[src/pieb_pkg.sv]
// Package for the peripheral interrupt enable bank.
// Assumes an AXI4-Lite slave with 32-bit data and word-aligned registers.
package pieb_pkg;
  // ----------------------------------------------------------------------
  // Register map
  // ----------------------------------------------------------------------
  localparam logic [3:0] OFS_ENABLE_4 = 4'h0;  // peripheral_irq_enable_4
  localparam logic [3:0] OFS_ENABLE_5 = 4'h4;  // peripheral_irq_enable_5
  localparam logic [3:0] OFS_CONTROL  = 4'h8;  // interrupt_control_reg
  localparam logic [3:0] OFS_STATUS   = 4'hc;  // Pending and request view

  // ----------------------------------------------------------------------
  // Field positions
  // ----------------------------------------------------------------------
  localparam int BIT_LC4    = 7;
  localparam int BIT_LC3    = 6;
  localparam int BIT_LC2    = 5;
  localparam int BIT_LC1    = 4;
  localparam int BIT_TG     = 0;
  localparam int BIT_CC2    = 1;
  localparam int BIT_CC1    = 0;
  localparam int BIT_GPIE   = 6;  // Global peripheral enable in control
  localparam int BIT_STREQ  = 8;  // Gated request in status

  // ----------------------------------------------------------------------
  // Writable masks, reset values and response codes
  // ----------------------------------------------------------------------
  localparam logic [7:0] MASK_EN4  = 8'hf1;
  localparam logic [7:0] MASK_EN5  = 8'h03;
  localparam logic [7:0] RST_EN    = 8'h00;
  localparam logic [1:0] RESP_OK   = 2'h0;
  localparam logic [1:0] RESP_SLVERR = 2'h2;
endpackage

[src/pieb_enable_bank.sv]
// Peripheral interrupt enable bank: two mask registers, a global gate,
// and the gated request toward the core, behind an AXI4-Lite slave.
// Assumes flags come from peripheral logic on aclk.
//
// Notes on behaviour
// - Mask 4 bits 7..4 enable logic cells 4..1, each for its own cell.
// - An enable of one passes its flag, an enable of zero blocks it.
// - Mask 4 bit 0 gates the timer; bits 3..1 read zero; all reset zero.
// - Mask 5 bits 1,0 enable capture units 2,1; rest read zero; reset 0.
// - Nothing reaches the core unless the global peripheral enable is set.
`timescale 1ns/1ps
module pieb_enable_bank (
  input  wire logic        aclk,            // System clock, 25 MHz
  input  wire logic        aresetn,         // Synchronous reset, low
  input  wire logic [3:0]  logic_cell_flag, // Cell flags, [3] is cell 4
  input  wire logic        timer_gate_flag, // Timer gate acquisition flag
  input  wire logic [1:0]  capcmp_flag,     // Capture unit flags, [1] is 2
  input  wire logic [3:0]  s_axi_awaddr,    // Write address
  input  wire logic        s_axi_awvalid,   // Write address valid
  output logic             s_axi_awready,   // Write address ready
  input  wire logic [31:0] s_axi_wdata,     // Write data
  input  wire logic [3:0]  s_axi_wstrb,     // Write strobes
  input  wire logic        s_axi_wvalid,    // Write data valid
  output logic             s_axi_wready,    // Write data ready
  output logic [1:0]       s_axi_bresp,     // Write response
  output logic             s_axi_bvalid,    // Write response valid
  input  wire logic        s_axi_bready,    // Write response ready
  input  wire logic [3:0]  s_axi_araddr,    // Read address
  input  wire logic        s_axi_arvalid,   // Read address valid
  output logic             s_axi_arready,   // Read address ready
  output logic [31:0]      s_axi_rdata,     // Read data
  output logic [1:0]       s_axi_rresp,     // Read response
  output logic             s_axi_rvalid,    // Read data valid
  input  wire logic        s_axi_rready,    // Read data ready
  output logic             periph_irq       // Gated request to the core
);

  // ----------------------------------------------------------------------
  // Request gating
  // ----------------------------------------------------------------------
  logic [7:0] enable_4;
  logic [7:0] enable_5;
  logic       global_peripheral_irq_en;
  logic [7:0] next_enable_4;
  logic [7:0] next_enable_5;
  logic       next_global_en;
  logic [6:0] req_vec;
  logic       any_req;
  logic       next_irq;

  // Gate each flag by its own enable only
  always_comb begin
    req_vec[3] = logic_cell_flag[3] & enable_4[pieb_pkg::BIT_LC4];
    req_vec[2] = logic_cell_flag[2] & enable_4[pieb_pkg::BIT_LC3];
    req_vec[1] = logic_cell_flag[1] & enable_4[pieb_pkg::BIT_LC2];
    req_vec[0] = logic_cell_flag[0] & enable_4[pieb_pkg::BIT_LC1];
    req_vec[4] = timer_gate_flag & enable_4[pieb_pkg::BIT_TG];
    req_vec[6] = capcmp_flag[1] & enable_5[pieb_pkg::BIT_CC2];
    req_vec[5] = capcmp_flag[0] & enable_5[pieb_pkg::BIT_CC1];
    any_req    = |req_vec;
    next_irq   = any_req & global_peripheral_irq_en;
  end

  // ----------------------------------------------------------------------
  // AXI4-Lite slave
  // ----------------------------------------------------------------------
  logic        aw_held, w_held;
  logic [3:0]  aw_addr;
  logic [31:0] w_data;
  logic [3:0]  w_strb;
  logic        next_aw_held, next_w_held;
  logic [3:0]  next_aw_addr;
  logic [31:0] next_w_data;
  logic [3:0]  next_w_strb;
  logic        next_bvalid, next_rvalid;
  logic [1:0]  next_bresp, next_rresp;
  logic [31:0] next_rdata;
  logic        do_write;

  // Read mux; unimplemented bits come back as zero
  function automatic logic [31:0] read_word(input logic [3:0] a,
                                            output logic ok);
    logic [31:0] v;
    v  = 32'h0000_0000;
    ok = 1'b1;
    unique case (a)
      pieb_pkg::OFS_ENABLE_4: v[7:0] = enable_4 & pieb_pkg::MASK_EN4;
      pieb_pkg::OFS_ENABLE_5: v[7:0] = enable_5 & pieb_pkg::MASK_EN5;
      pieb_pkg::OFS_CONTROL:  v[pieb_pkg::BIT_GPIE] = global_peripheral_irq_en;
      pieb_pkg::OFS_STATUS: begin
        v[6:0] = req_vec;
        v[pieb_pkg::BIT_STREQ] = periph_irq;
      end
      default: ok = 1'b0;
    endcase
    return v;
  endfunction

  // Next state of channels and registers
  always_comb begin
    logic rd_ok;
    rd_ok         = 1'b0;
    next_aw_held  = aw_held;
    next_w_held   = w_held;
    next_aw_addr  = aw_addr;
    next_w_data   = w_data;
    next_w_strb   = w_strb;
    next_bvalid   = s_axi_bvalid;
    next_bresp    = s_axi_bresp;
    next_rvalid   = s_axi_rvalid;
    next_rresp    = s_axi_rresp;
    next_rdata    = s_axi_rdata;
    next_enable_4 = enable_4;
    next_enable_5 = enable_5;
    next_global_en = global_peripheral_irq_en;
    if (s_axi_awvalid && s_axi_awready) begin
      next_aw_held = 1'b1;
      next_aw_addr = {s_axi_awaddr[3:2], 2'b00};
    end
    if (s_axi_wvalid && s_axi_wready) begin
      next_w_held = 1'b1;
      next_w_data = s_axi_wdata;
      next_w_strb = s_axi_wstrb;
    end
    do_write = aw_held && w_held && !s_axi_bvalid;
    if (do_write) begin
      next_aw_held = 1'b0;
      next_w_held  = 1'b0;
      next_bvalid  = 1'b1;
      next_bresp   = pieb_pkg::RESP_OK;
      // Only lane 0 carries register bits; other lanes are ignored
      if (w_strb[0]) begin
        unique case (aw_addr)
          pieb_pkg::OFS_ENABLE_4:
            next_enable_4 = w_data[7:0] & pieb_pkg::MASK_EN4;
          pieb_pkg::OFS_ENABLE_5:
            next_enable_5 = w_data[7:0] & pieb_pkg::MASK_EN5;
          pieb_pkg::OFS_CONTROL:
            next_global_en = w_data[pieb_pkg::BIT_GPIE];
          default: next_bresp = pieb_pkg::RESP_OK;
        endcase
      end
      if (aw_addr == pieb_pkg::OFS_STATUS) begin
        next_bresp = pieb_pkg::RESP_SLVERR; // Status is read only
      end
    end else if (s_axi_bvalid && s_axi_bready) begin
      next_bvalid = 1'b0;
    end
    if (s_axi_arvalid && s_axi_arready) begin
      next_rdata  = read_word({s_axi_araddr[3:2], 2'b00}, rd_ok);
      next_rresp  = rd_ok ? pieb_pkg::RESP_OK : pieb_pkg::RESP_SLVERR;
      next_rvalid = 1'b1;
    end else if (s_axi_rvalid && s_axi_rready) begin
      next_rvalid = 1'b0;
    end
  end

  // Register stage; every reset clears the enables
  always_ff @(posedge aclk) begin
    if (!aresetn) begin
      aw_held       <= 1'b0;
      w_held        <= 1'b0;
      aw_addr       <= 4'h0;
      w_data        <= 32'h0000_0000;
      w_strb        <= 4'h0;
      s_axi_awready <= 1'b0;
      s_axi_wready  <= 1'b0;
      s_axi_arready <= 1'b0;
      s_axi_bvalid  <= 1'b0;
      s_axi_bresp   <= pieb_pkg::RESP_OK;
      s_axi_rvalid  <= 1'b0;
      s_axi_rresp   <= pieb_pkg::RESP_OK;
      s_axi_rdata   <= 32'h0000_0000;
      enable_4      <= pieb_pkg::RST_EN;
      enable_5      <= pieb_pkg::RST_EN;
      global_peripheral_irq_en <= 1'b0;
      periph_irq    <= 1'b0;
    end else begin
      aw_held       <= next_aw_held;
      w_held        <= next_w_held;
      aw_addr       <= next_aw_addr;
      w_data        <= next_w_data;
      w_strb        <= next_w_strb;
      // Ready for one beat only when the holding slot is empty
      s_axi_awready <= !next_aw_held && !(s_axi_awvalid && s_axi_awready);
      s_axi_wready  <= !next_w_held && !(s_axi_wvalid && s_axi_wready);
      s_axi_arready <= !next_rvalid && !(s_axi_arvalid && s_axi_arready);
      s_axi_bvalid  <= next_bvalid;
      s_axi_bresp   <= next_bresp;
      s_axi_rvalid  <= next_rvalid;
      s_axi_rresp   <= next_rresp;
      s_axi_rdata   <= next_rdata;
      enable_4      <= next_enable_4;
      enable_5      <= next_enable_5;
      global_peripheral_irq_en <= next_global_en;
      periph_irq    <= next_irq;
    end
  end
endmodule

[config.mk]
export PLATFORM = sky130hd
export DESIGN_NAME = pieb_enable_bank
export DESIGN_NICKNAME = d
export VERILOG_FILES = /design/src/pieb_pkg.sv /design/src/pieb_enable_bank.sv
export SDC_FILE = /design/constraint.sdc
export NUM_CORES = 1
export LEC_CHECK = 0
export ABC_AREA = 1
export BUFFER_PORTS_ARGS = -buffer_cell sky130_fd_sc_hd__buf_2
export CORE_UTILIZATION = 35
export CTS_BUF_LIST = sky130_fd_sc_hd__clkbuf_8
export DETAILED_ROUTE_END_ITERATION = 12
export PLACE_DENSITY = 0.74
export SYNTH_ARGS = -nofsm -noshare
export SYNTH_HDL_FRONTEND = slang
export SYNTH_SLANG_ARGS = --single-unit
[constraint.sdc]
create_clock -name aclk -period 1.6 [get_ports aclk]
set_clock_uncertainty 0.15 [all_clocks]
set_input_delay 0.32 -clock aclk [delete_from_list [all_inputs] [get_ports aclk]]
set_output_delay 0.32 -clock aclk [all_outputs]
set_load 0.03 [all_outputs]
# [Yosys cells after proc, flatten, opt, wreduce, memory -nomap -nowiden]
# Cells that the tools add are included.
[totals] regBits=40 inputBits=58 output_inout_bits=42 wordCells=70
[classes] n_eq_ne=6 muxes=15 bitwise=8 n_reduce_logical=24
[op_table] op="case mux 6 bit (3 select lines)" n=1
[op_table] op="2-to-1 mux 1 bit" n=11
[op_table] op="logical AND 1 bit" n=10
[op_table] op="AND reduction 3 bit" n=3
[op_table] op="bitwise AND 1 bit" n=8
[op_table] op="equality test 2 bit (second input constant)" n=4
[op_table] op="logical NOT 1 bit" n=7
[op_table] op="OR reduction 7 bit" n=1
[op_table] op="equality test 2 x 1 -> 1 bit (second input constant)" n=2
[op_table] op="logical NOT 4 bit" n=1
[op_table] op="2-to-1 mux 2 bit" n=2
[op_table] op="case mux 1 bit (4 select lines)" n=1
[op_table] op="logical NOT 2 bit" n=1
[op_table] op="nonzero test 2 bit" n=1

# [Longest topological paths before layout]
# Gate-level depths: netlist of the first run.
[logic_depth] word_depth=5 depth_mapped=6 ltp_nobuf=6

# [Worst setup path after synthesis of the first run]
# Ideal clock, no wire load.
[synth_timing] kind="register to register" start="register s_axi_arready" end="register s_axi_rdata[8]" setup_ps=129 arrival_ps=1086 required_time_ps=1321 path_slack_ps=235 stages_incl_launch_ff=5 n_path_buf=1 period_less_slack_ps=1365 path_cell_list="dfxtp_1 nand2_1 buf_2 a22oi_1 nor2_1"
[synth_via] elab_chain_len=1
[synth_rtl] item="from (decl)" line="pieb_enable_bank.sv:30" text="output logic s_axi_arready,"
[synth_rtl] item="from (signal assigned)" line="pieb_enable_bank.sv:187" text="s_axi_arready <= !next_rvalid && !(s_axi_arvalid && s_axi_arready);"
[synth_rtl] item="logical AND 1 bit" line="pieb_enable_bank.sv:149" text="if (s_axi_arvalid && s_axi_arready) begin"
[synth_rtl] item="to (signal assigned)" line="pieb_enable_bank.sv:192" text="s_axi_rdata <= next_rdata;"
[synth_rtl] item="to (decl)" line="pieb_enable_bank.sv:31" text="output logic [31:0] s_axi_rdata,"
# No other way between the ends.
# A chain may end at the register's enable or synchronous reset.

# [Final worst setup path of the first run]
[layout_timing] start="register s_axi_bvalid" end="output s_axi_bvalid"
[layout_lines] item="from (decl)" line="pieb_enable_bank.sv:26" text="output logic s_axi_bvalid,"
[layout_lines] item="from (signal assigned)" line="pieb_enable_bank.sv:188" text="s_axi_bvalid <= next_bvalid;"
# No word-level cell between the ends.

==> results of run 1 <==
-- power by group through the flow --
stage / Clock [mW] / Sequential [mW] / Combinational [mW]
2_1_floorplan: 0 / 0.971 / 0.235
3_3_place_gp: 0 / 0.947 / 0.283
3_5_place_dp: 0 / 0.948 / 0.286
4_1_cts: 0.585 / 0.928 / 0.287
5_1_grt: 0.622 / 0.931 / 0.317
6_report: 0.561 / 0.929 / 0.286
-- cells in the final DEF, fill, tap and decap left out, drive strengths merged --
cell type	synthesis	routed
nand2	42	42
a22oi	1	1
dfxtp	35	35
buf	32	46
a21oi	13	13
inv	26	27
nor2	46	46
nand4	12	12
conb	1	26
nand3	12	12
o21ai	13	13
clkbuf	1	5
-- metal layers --
| layer | wire [microns] | part of all wire, % | vias up | GRT usage, % |
|---|---|---|---|---|
| met3 | 252 | 8.0 | 9 | 4.92 |
| met1 | 1470 | 47 | 623 | 16.4 |
| met2 | 1360 | 44 | 66 | 21.2 |
| met5 | 0 | 0 | - | 0 |
| li1 | - | - | 772 | - |
| met4 | 51 | 1.6 | 0 | 4.67 |
-- cell type report --
| type | instances | area [sq um] | share of cell area (%) |
|---|---|---|---|
| clock buffers | 5 | 68.8 | 3.56 |
| well taps | 52 | 65.1 | 3.37 |
| inverters | 26 | 97.6 | 5.06 |
| multi-input cells | 165 | 749 | 38.8 |
| clock inverters | 1 | 3.75 | 0.194 |
| flip-flops and latches | 35 | 701 | 36.3 |
| repair buffers | 46 | 245 | 12.7 |
-- flip-flops by register name, indices dropped and copies added (netlist names), 2 cells and up --
signal	flops
s_axi_rdata	9
w_data	6
enable_4	5
aw_addr	2
enable_5	2
-- kinds of logic (layout without fill, tap and decap cells) --
| family | after synthesis | after routing |
|---|---|---|
| AO/OA/AOI/OAI | 27 | 27 |
| buffers and inverters | 59 | 78 |
| flip-flops | 35 | 35 |
| other | 1 | 26 |
| AND/OR/NAND/NOR | 112 | 112 |
-- worst min path at each step --
stage	startpoint	endpoint	slack (ps)	depth (start not counted)
6_report	s_axi_rready	s_axi_rvalid	160	4
5_1_grt	s_axi_wdata[0]	w_data[0]	170	3
4_1_cts	s_axi_wdata[1]	w_data[1]	160	3
3_5_place_dp	w_data[1]	w_data[1]	300	2
3_3_place_gp	w_data[1]	w_data[1]	290	2
2_1_floorplan	global_peripheral_irq_en	periph_irq	280	2
-- tightest hold or removal path, cell delays in order --
cell	delay, ps
buf_2	80
inv_1	30
nand2_1	60
a21oi_1	60
-- Yosys cell counts --
cell type,count,share of area (%)
inv_1,24,5.3
o21ai_1,2,0.59
a21oi_1,12,3.6
nand4_1,11,4.1
o21ai_0,11,3.3
buf_4,27,12
clkbuf_1,1,0.22
conb_1,1,0.22
nand3_2,1,0.59
nor2_2,4,1.5
nand2_1,42,9.4
nor2_1,40,8.9
buf_1,1,0.22
buf_2,4,1.2
nand3_1,11,3.3
a22oi_1,1,0.45
nand4_4,1,1.3
a21oi_2,1,0.52
inv_2,2,0.45
nor2_4,2,1.3
dfxtp_1,35,42
-- per-stage QoR --
stage,util [%],area (sq um),cells
6_report,43.1,1930,330
5_1_grt,43.1,1930,330
4_1_cts,43.1,1930,330
3_5_place_dp,41.5,1860,324
3_3_place_gp,41.5,1860,324
2_1_floorplan,-,1780,259
==> metrics, run 1 <==
outcome=complete, but fails checks; violated checks=design-rule violations; core footprint=between 0.004 and 0.005 sq mm; via count=roughly 1,500; fmax=763 MHz; DRC Markers=4; n_diodes=0; Worst-path clk slew=roughly 70 ps; vias in the first global route=about 1,200; Unique masters post-synth=21; crit start category=flop; Top Ports=100; CP required=1130 ps; area grow syn2layout=14.6%; Final Hold Vio Count=0; Pre-antenna DRT Iters=9; kind of critical path=reg -> out; Critical Path End=s_axi_bvalid; Power Total=~1.8 mW; Worst Path Buf+Inv=1; post-DP HPWL=roughly 2500 microns; largest net degree at the start of global routing=14; Compound-Gate Fraction of Synth Area=under 10%; syn avg cell area=7.20 sq um; Worst R2R End=global_peripheral_irq_en; CTS H-tree depth=2; Simple-Gate Fraction of Synth Area=a little under a third; PostCTS Resize Cnt=0; Via density=~4.5; PortBufs=40; Largest delay share family, worst path=flip-flops; Power Internal=approximately 1.3 mW; power per cell area=approximately 920 mW/mm^2; Psw=0.513 mW; Max VDD drop=approximately 0.5 mV; routability cong.=~0.90; switching part of the total=between 20% and 30%; Synth Warn #=0; worst-path fanout max=3; Slew Limit Fails=0; setup repair bufs after CTS=0; Critical Path Stages=1; Leak=about 0.95 nW; GRT Util Overall=between 10% and 20%; minimum clock period=approximately 1300 ps; Worst Hold Slack=around 160 ps; Clock Latency Late Sink=approximately 280 ps; logic gate share of total power=between 15 and 20%; Crit path largest cell delay=350 ps; worst setup margin=between 200 and 300 ps; FILL cells=around 470; max_cap viols=0; Die W=between 70 and 80 microns; wire length per cell=approximately 9.5 microns; DRT iter0 DRCs=just under 60; CTS tree=yes; final net count=approximately 340; r2r setup slk=between 300 and 400 ps; Synth Area in Adders=0%; Core Rows=24; Synth Instances=about 230; post-synthesis mux area share=0%; Clk pwr share=31.6%; crit-path cells=buf_2; sequential-to-total area share from yosys stat=41.6%; share of cells above drive strength 1=roughly 22%; WP data arrival=about 840 ps; Max clock buf depth=2; count of hold-fix buffers inserted at cts=0; type of the most critical hold path=in -> reg; Detail Route Antenna Nets=0; Sink Count=35; first-pass GRT wire length=between 5000 and 6000 microns; mapped cell area=about 0.0017 sq mm; setup TNS=0 ps; root buffer cell=clkbuf_8; critical path startpoint=s_axi_bvalid; Flop pwr share=52.3%; Num CTS Buffers=5; Crit-path slowest cell=dfxtp_1; post-synthesis xor/xnor area fraction=0%; initial antenna violation count=0; #FFs+latches synth=35; RR Startpoint=aw_held; Post-Route WL=about 3100 microns; RSZ-0062 raised after global routing=false; GRT overflow=0; die area=a little over 0.005 sq mm; Final Setup Violations=0; CP Capture Type=primary output; Setup WS pre-CTS=between 200 and 300 ps; worst reg2reg path depth=6; Die Span Y=just over 70 microns; largest family of logic cells by synthesized area=simple AND/OR/NAND/NOR gates; Initial Util=between 30% and 40%; Final Cycle Share=between 80% and 90%
(Power assumes the default switching activity.)
==> run 2: changes to the inputs <==
Settings changed: ABC_AREA 1 to 0, PLACE_DENSITY 0.74 to 0.77.
Clock period 1.6 ns to 1.1 ns, I/O delays scaled along.
==> run 2 against run 1 <==
Compared with the run above:
- the flow finishes with violations (negative setup slack)
- synthesized area shrank 3.9%
- first-iteration DRC count is 12% lower
- non-clock buffer count grew 20
- sequential power rose by 44%
- final cell count is 6.4% lower
- hold slack lost 130 ps
- routed wire length rose by 20%
- global-route usage up 3.2 points
- critical endpoint is now enable_4[5]
- largest cell class unchanged
- largest power group unchanged
==> metrics, run 2 <==
Top Ports=100; #FFs+latches synth=35; worst-path fanout max=5; Flop pwr share=about 45%; area leader, netlist=dfxtp_1; DRT iter0 DRCs=52; Psw=0.796 mW; Final Setup Violations=29; core footprint=0.00441 sq mm; root buffer cell=clkbuf_8; crit start category=flop; number of enable flip-flop cells after synthesis=0; logic gate share of total power=between 10% and 20%; Sink Count=35; worst setup margin=-183 ps; Largest delay share family, worst path=simple AND/OR/NAND/NOR gates; Unique masters post-synth=29; outcome=complete, but fails checks; Clock Latency Late Sink=just under 300 ps; Power Internal=~2.2 mW; main area contributors after synthesis=dfxtp_1 (43%), buf_4 (13%), nand2_1 (7.7%), a21oi_1 (7.4%), nand3_1 (5.9%); vias in the first global route=1,326; top-count cell post-synth=dfxtp_1; max_cap viols=0; RSZ-0062 raised after global routing=true; WP data arrival=between 1000 and 1500 ps; Post-Route WL=~3800 microns; violated checks=negative setup slack; async set-reset flop share out of synthesis=0%; Clk pwr share=around 40%; Detail Route Antenna Nets=0; Initial Util=36.7%; Max VDD drop=about 0.83 mV; CP Capture Type=flop; via count=approximately 1,500; routability cong.=0.845; Slew Limit Fails=0; type of the most critical hold path=in -> reg; kind of critical path=reg -> reg; final net count=approximately 310; Crit path largest cell delay=approximately 330 ps; crit-path cells=nand4b_4, nor3_4, buf_6, mux2i_1; top cell type's share of synthesized area=43.3%; PortBufs=40; first-pass GRT wire length=6240 microns; CTS tree=yes; Worst Path Buf+Inv=1; fmax=between 700 and 800 MHz; GRT overflow=0; DRC Markers=0; Synth top cells by count=dfxtp_1 (35), nand2_1 (33), buf_4 (27); n_diodes=0; mapped cell area=0.00162 sq mm; Synth Warn #=0; Synth Instances=about 190; Leak=~1.0 nW; wire length per cell=roughly 12 microns; Die Span Y=70.0 microns; CP required=1160 ps; Core Rows=24; register bank with the most flops=s_axi_rdata; syn avg cell area=8.43 sq um; GRT Util Overall=roughly 16%; commonest non-fill, non-tap cell in the layout=nand2_1; Die W=70.0 microns; power per cell area=between 1000 and 1500 mW/mm^2; Final Cycle Share=117%; Via density=4.88; minimum clock period=1280 ps; Regs by FF count=s_axi_rdata: 9 flops, w_data: 6 flops, enable_4: 5 flops; die area=0.00490 sq mm; Num CTS Buffers=5; most frequent cells in the layout=nand2_1 (30), conb_1 (26), buf_2 (24); Crit-path slowest cell=dfxtp_2; Worst Hold Slack=between 30 and 40 ps; Setup WS pre-CTS=-165 ps; Post-synth top flop=dfxtp_1; initial antenna violation count=0; sequential-to-total area share from yosys stat=43.3%; CTS H-tree depth=2; area grow syn2layout=42.0%; Worst-path clk slew=70 ps; switching part of the total=roughly a quarter; post-DP HPWL=around 2700 microns; largest net degree at the start of global routing=19; Max clock buf depth=2; Final Hold Vio Count=0; share of cells above drive strength 1=44.7%; Pre-antenna DRT Iters=4; Largest register FFs=9
[run 2: per-layer routing]
metal  routed length (microns)  global-route usage (%)  vias up
met5                         0                       0        -
met4                        37                    6.67        0
met3                       276                    5.77        4
met2                      1860                    27.4       78
met1                      1600                    19.3      685
li1                          -                       -      740
[run 2: layout make-up]
type,instances,area (sq um)
Inverter,1,3.75
Tap cell,52,65.1
Sequential cell,35,742
Clock inverter,2,35.0
Timing Repair Buffer,66,522
Fill cell,403,2120
Clock buffer,6,82.6
Multi-Input combinational cell,147,848
[run 2: power by group through the flow]
stage / clock network (mW) / logic (mW) / registers, mW
6_report: 1.19 / 0.447 / 1.34
5_1_grt: 1.30 / 0.480 / 1.35
4_1_cts: 1.23 / 0.424 / 1.34
3_5_place_dp: 0 / 0.375 / 1.37
3_3_place_gp: 0 / 0.371 / 1.37
2_1_floorplan: 0 / 0.300 / 1.40
[run 2: per-stage QoR]
| step | power, mW | area, sq um | cells | TNS, ps | utilization [%] |
|---|---|---|---|---|---|
| 3_3_place_gp | 1.74 | 1920 | 292 | -829 | 43.4 |
| 6_report | 2.98 | 2300 | 309 | -1950 | 52.1 |
| 3_5_place_dp | 1.75 | 1920 | 292 | -1290 | 43.4 |
| 5_1_grt | 3.13 | 2300 | 309 | -3370 | 52.1 |
| 2_1_floorplan | 1.70 | 1760 | 217 | -566 | - |
| 4_1_cts | 2.99 | 2220 | 306 | -2330 | 50.3 |
[run 2: what timing repair did]
item | CTS | global route
setup buffers | 6 | 3
gates resized for setup | 54 | 20
hold buffers | 0 | 0
endpoints found under the setup margin | 31 | 40
pin swaps | 5 | 7
[run 2: logic make-up (layout without fill, tap and decap cells)]
kind of cell	after synthesis	in the layout	synth area share, %
buffers and inverters	35	75	14.5
muxes	8	8	4.95
and+or+nand+nor	77	77	25.0
AOI/OAI and AO/OA	36	36	12.1
DFF	35	35	43.3
other	1	26	0.232
[run 2: path summary, 6_finish.rpt]
kind	start	to	slack [ps]	cells past startpoint
setup / recovery	aw_addr[3]	enable_4[5]	-180	4
hold reg to reg	s_axi_bresp[1]	s_axi_bresp[1]	310	2
hold / removal	s_axi_wstrb[0]	w_strb[0]	30	3
setup reg to reg	aw_addr[3]	enable_4[5]	-180	4
[run 2: worst min-delay path: cells and delay by family]
family | cells | cell delay, ps
simple gates | 1 | 70
compound gates | 1 | 50
buf+inv | 1 | 90
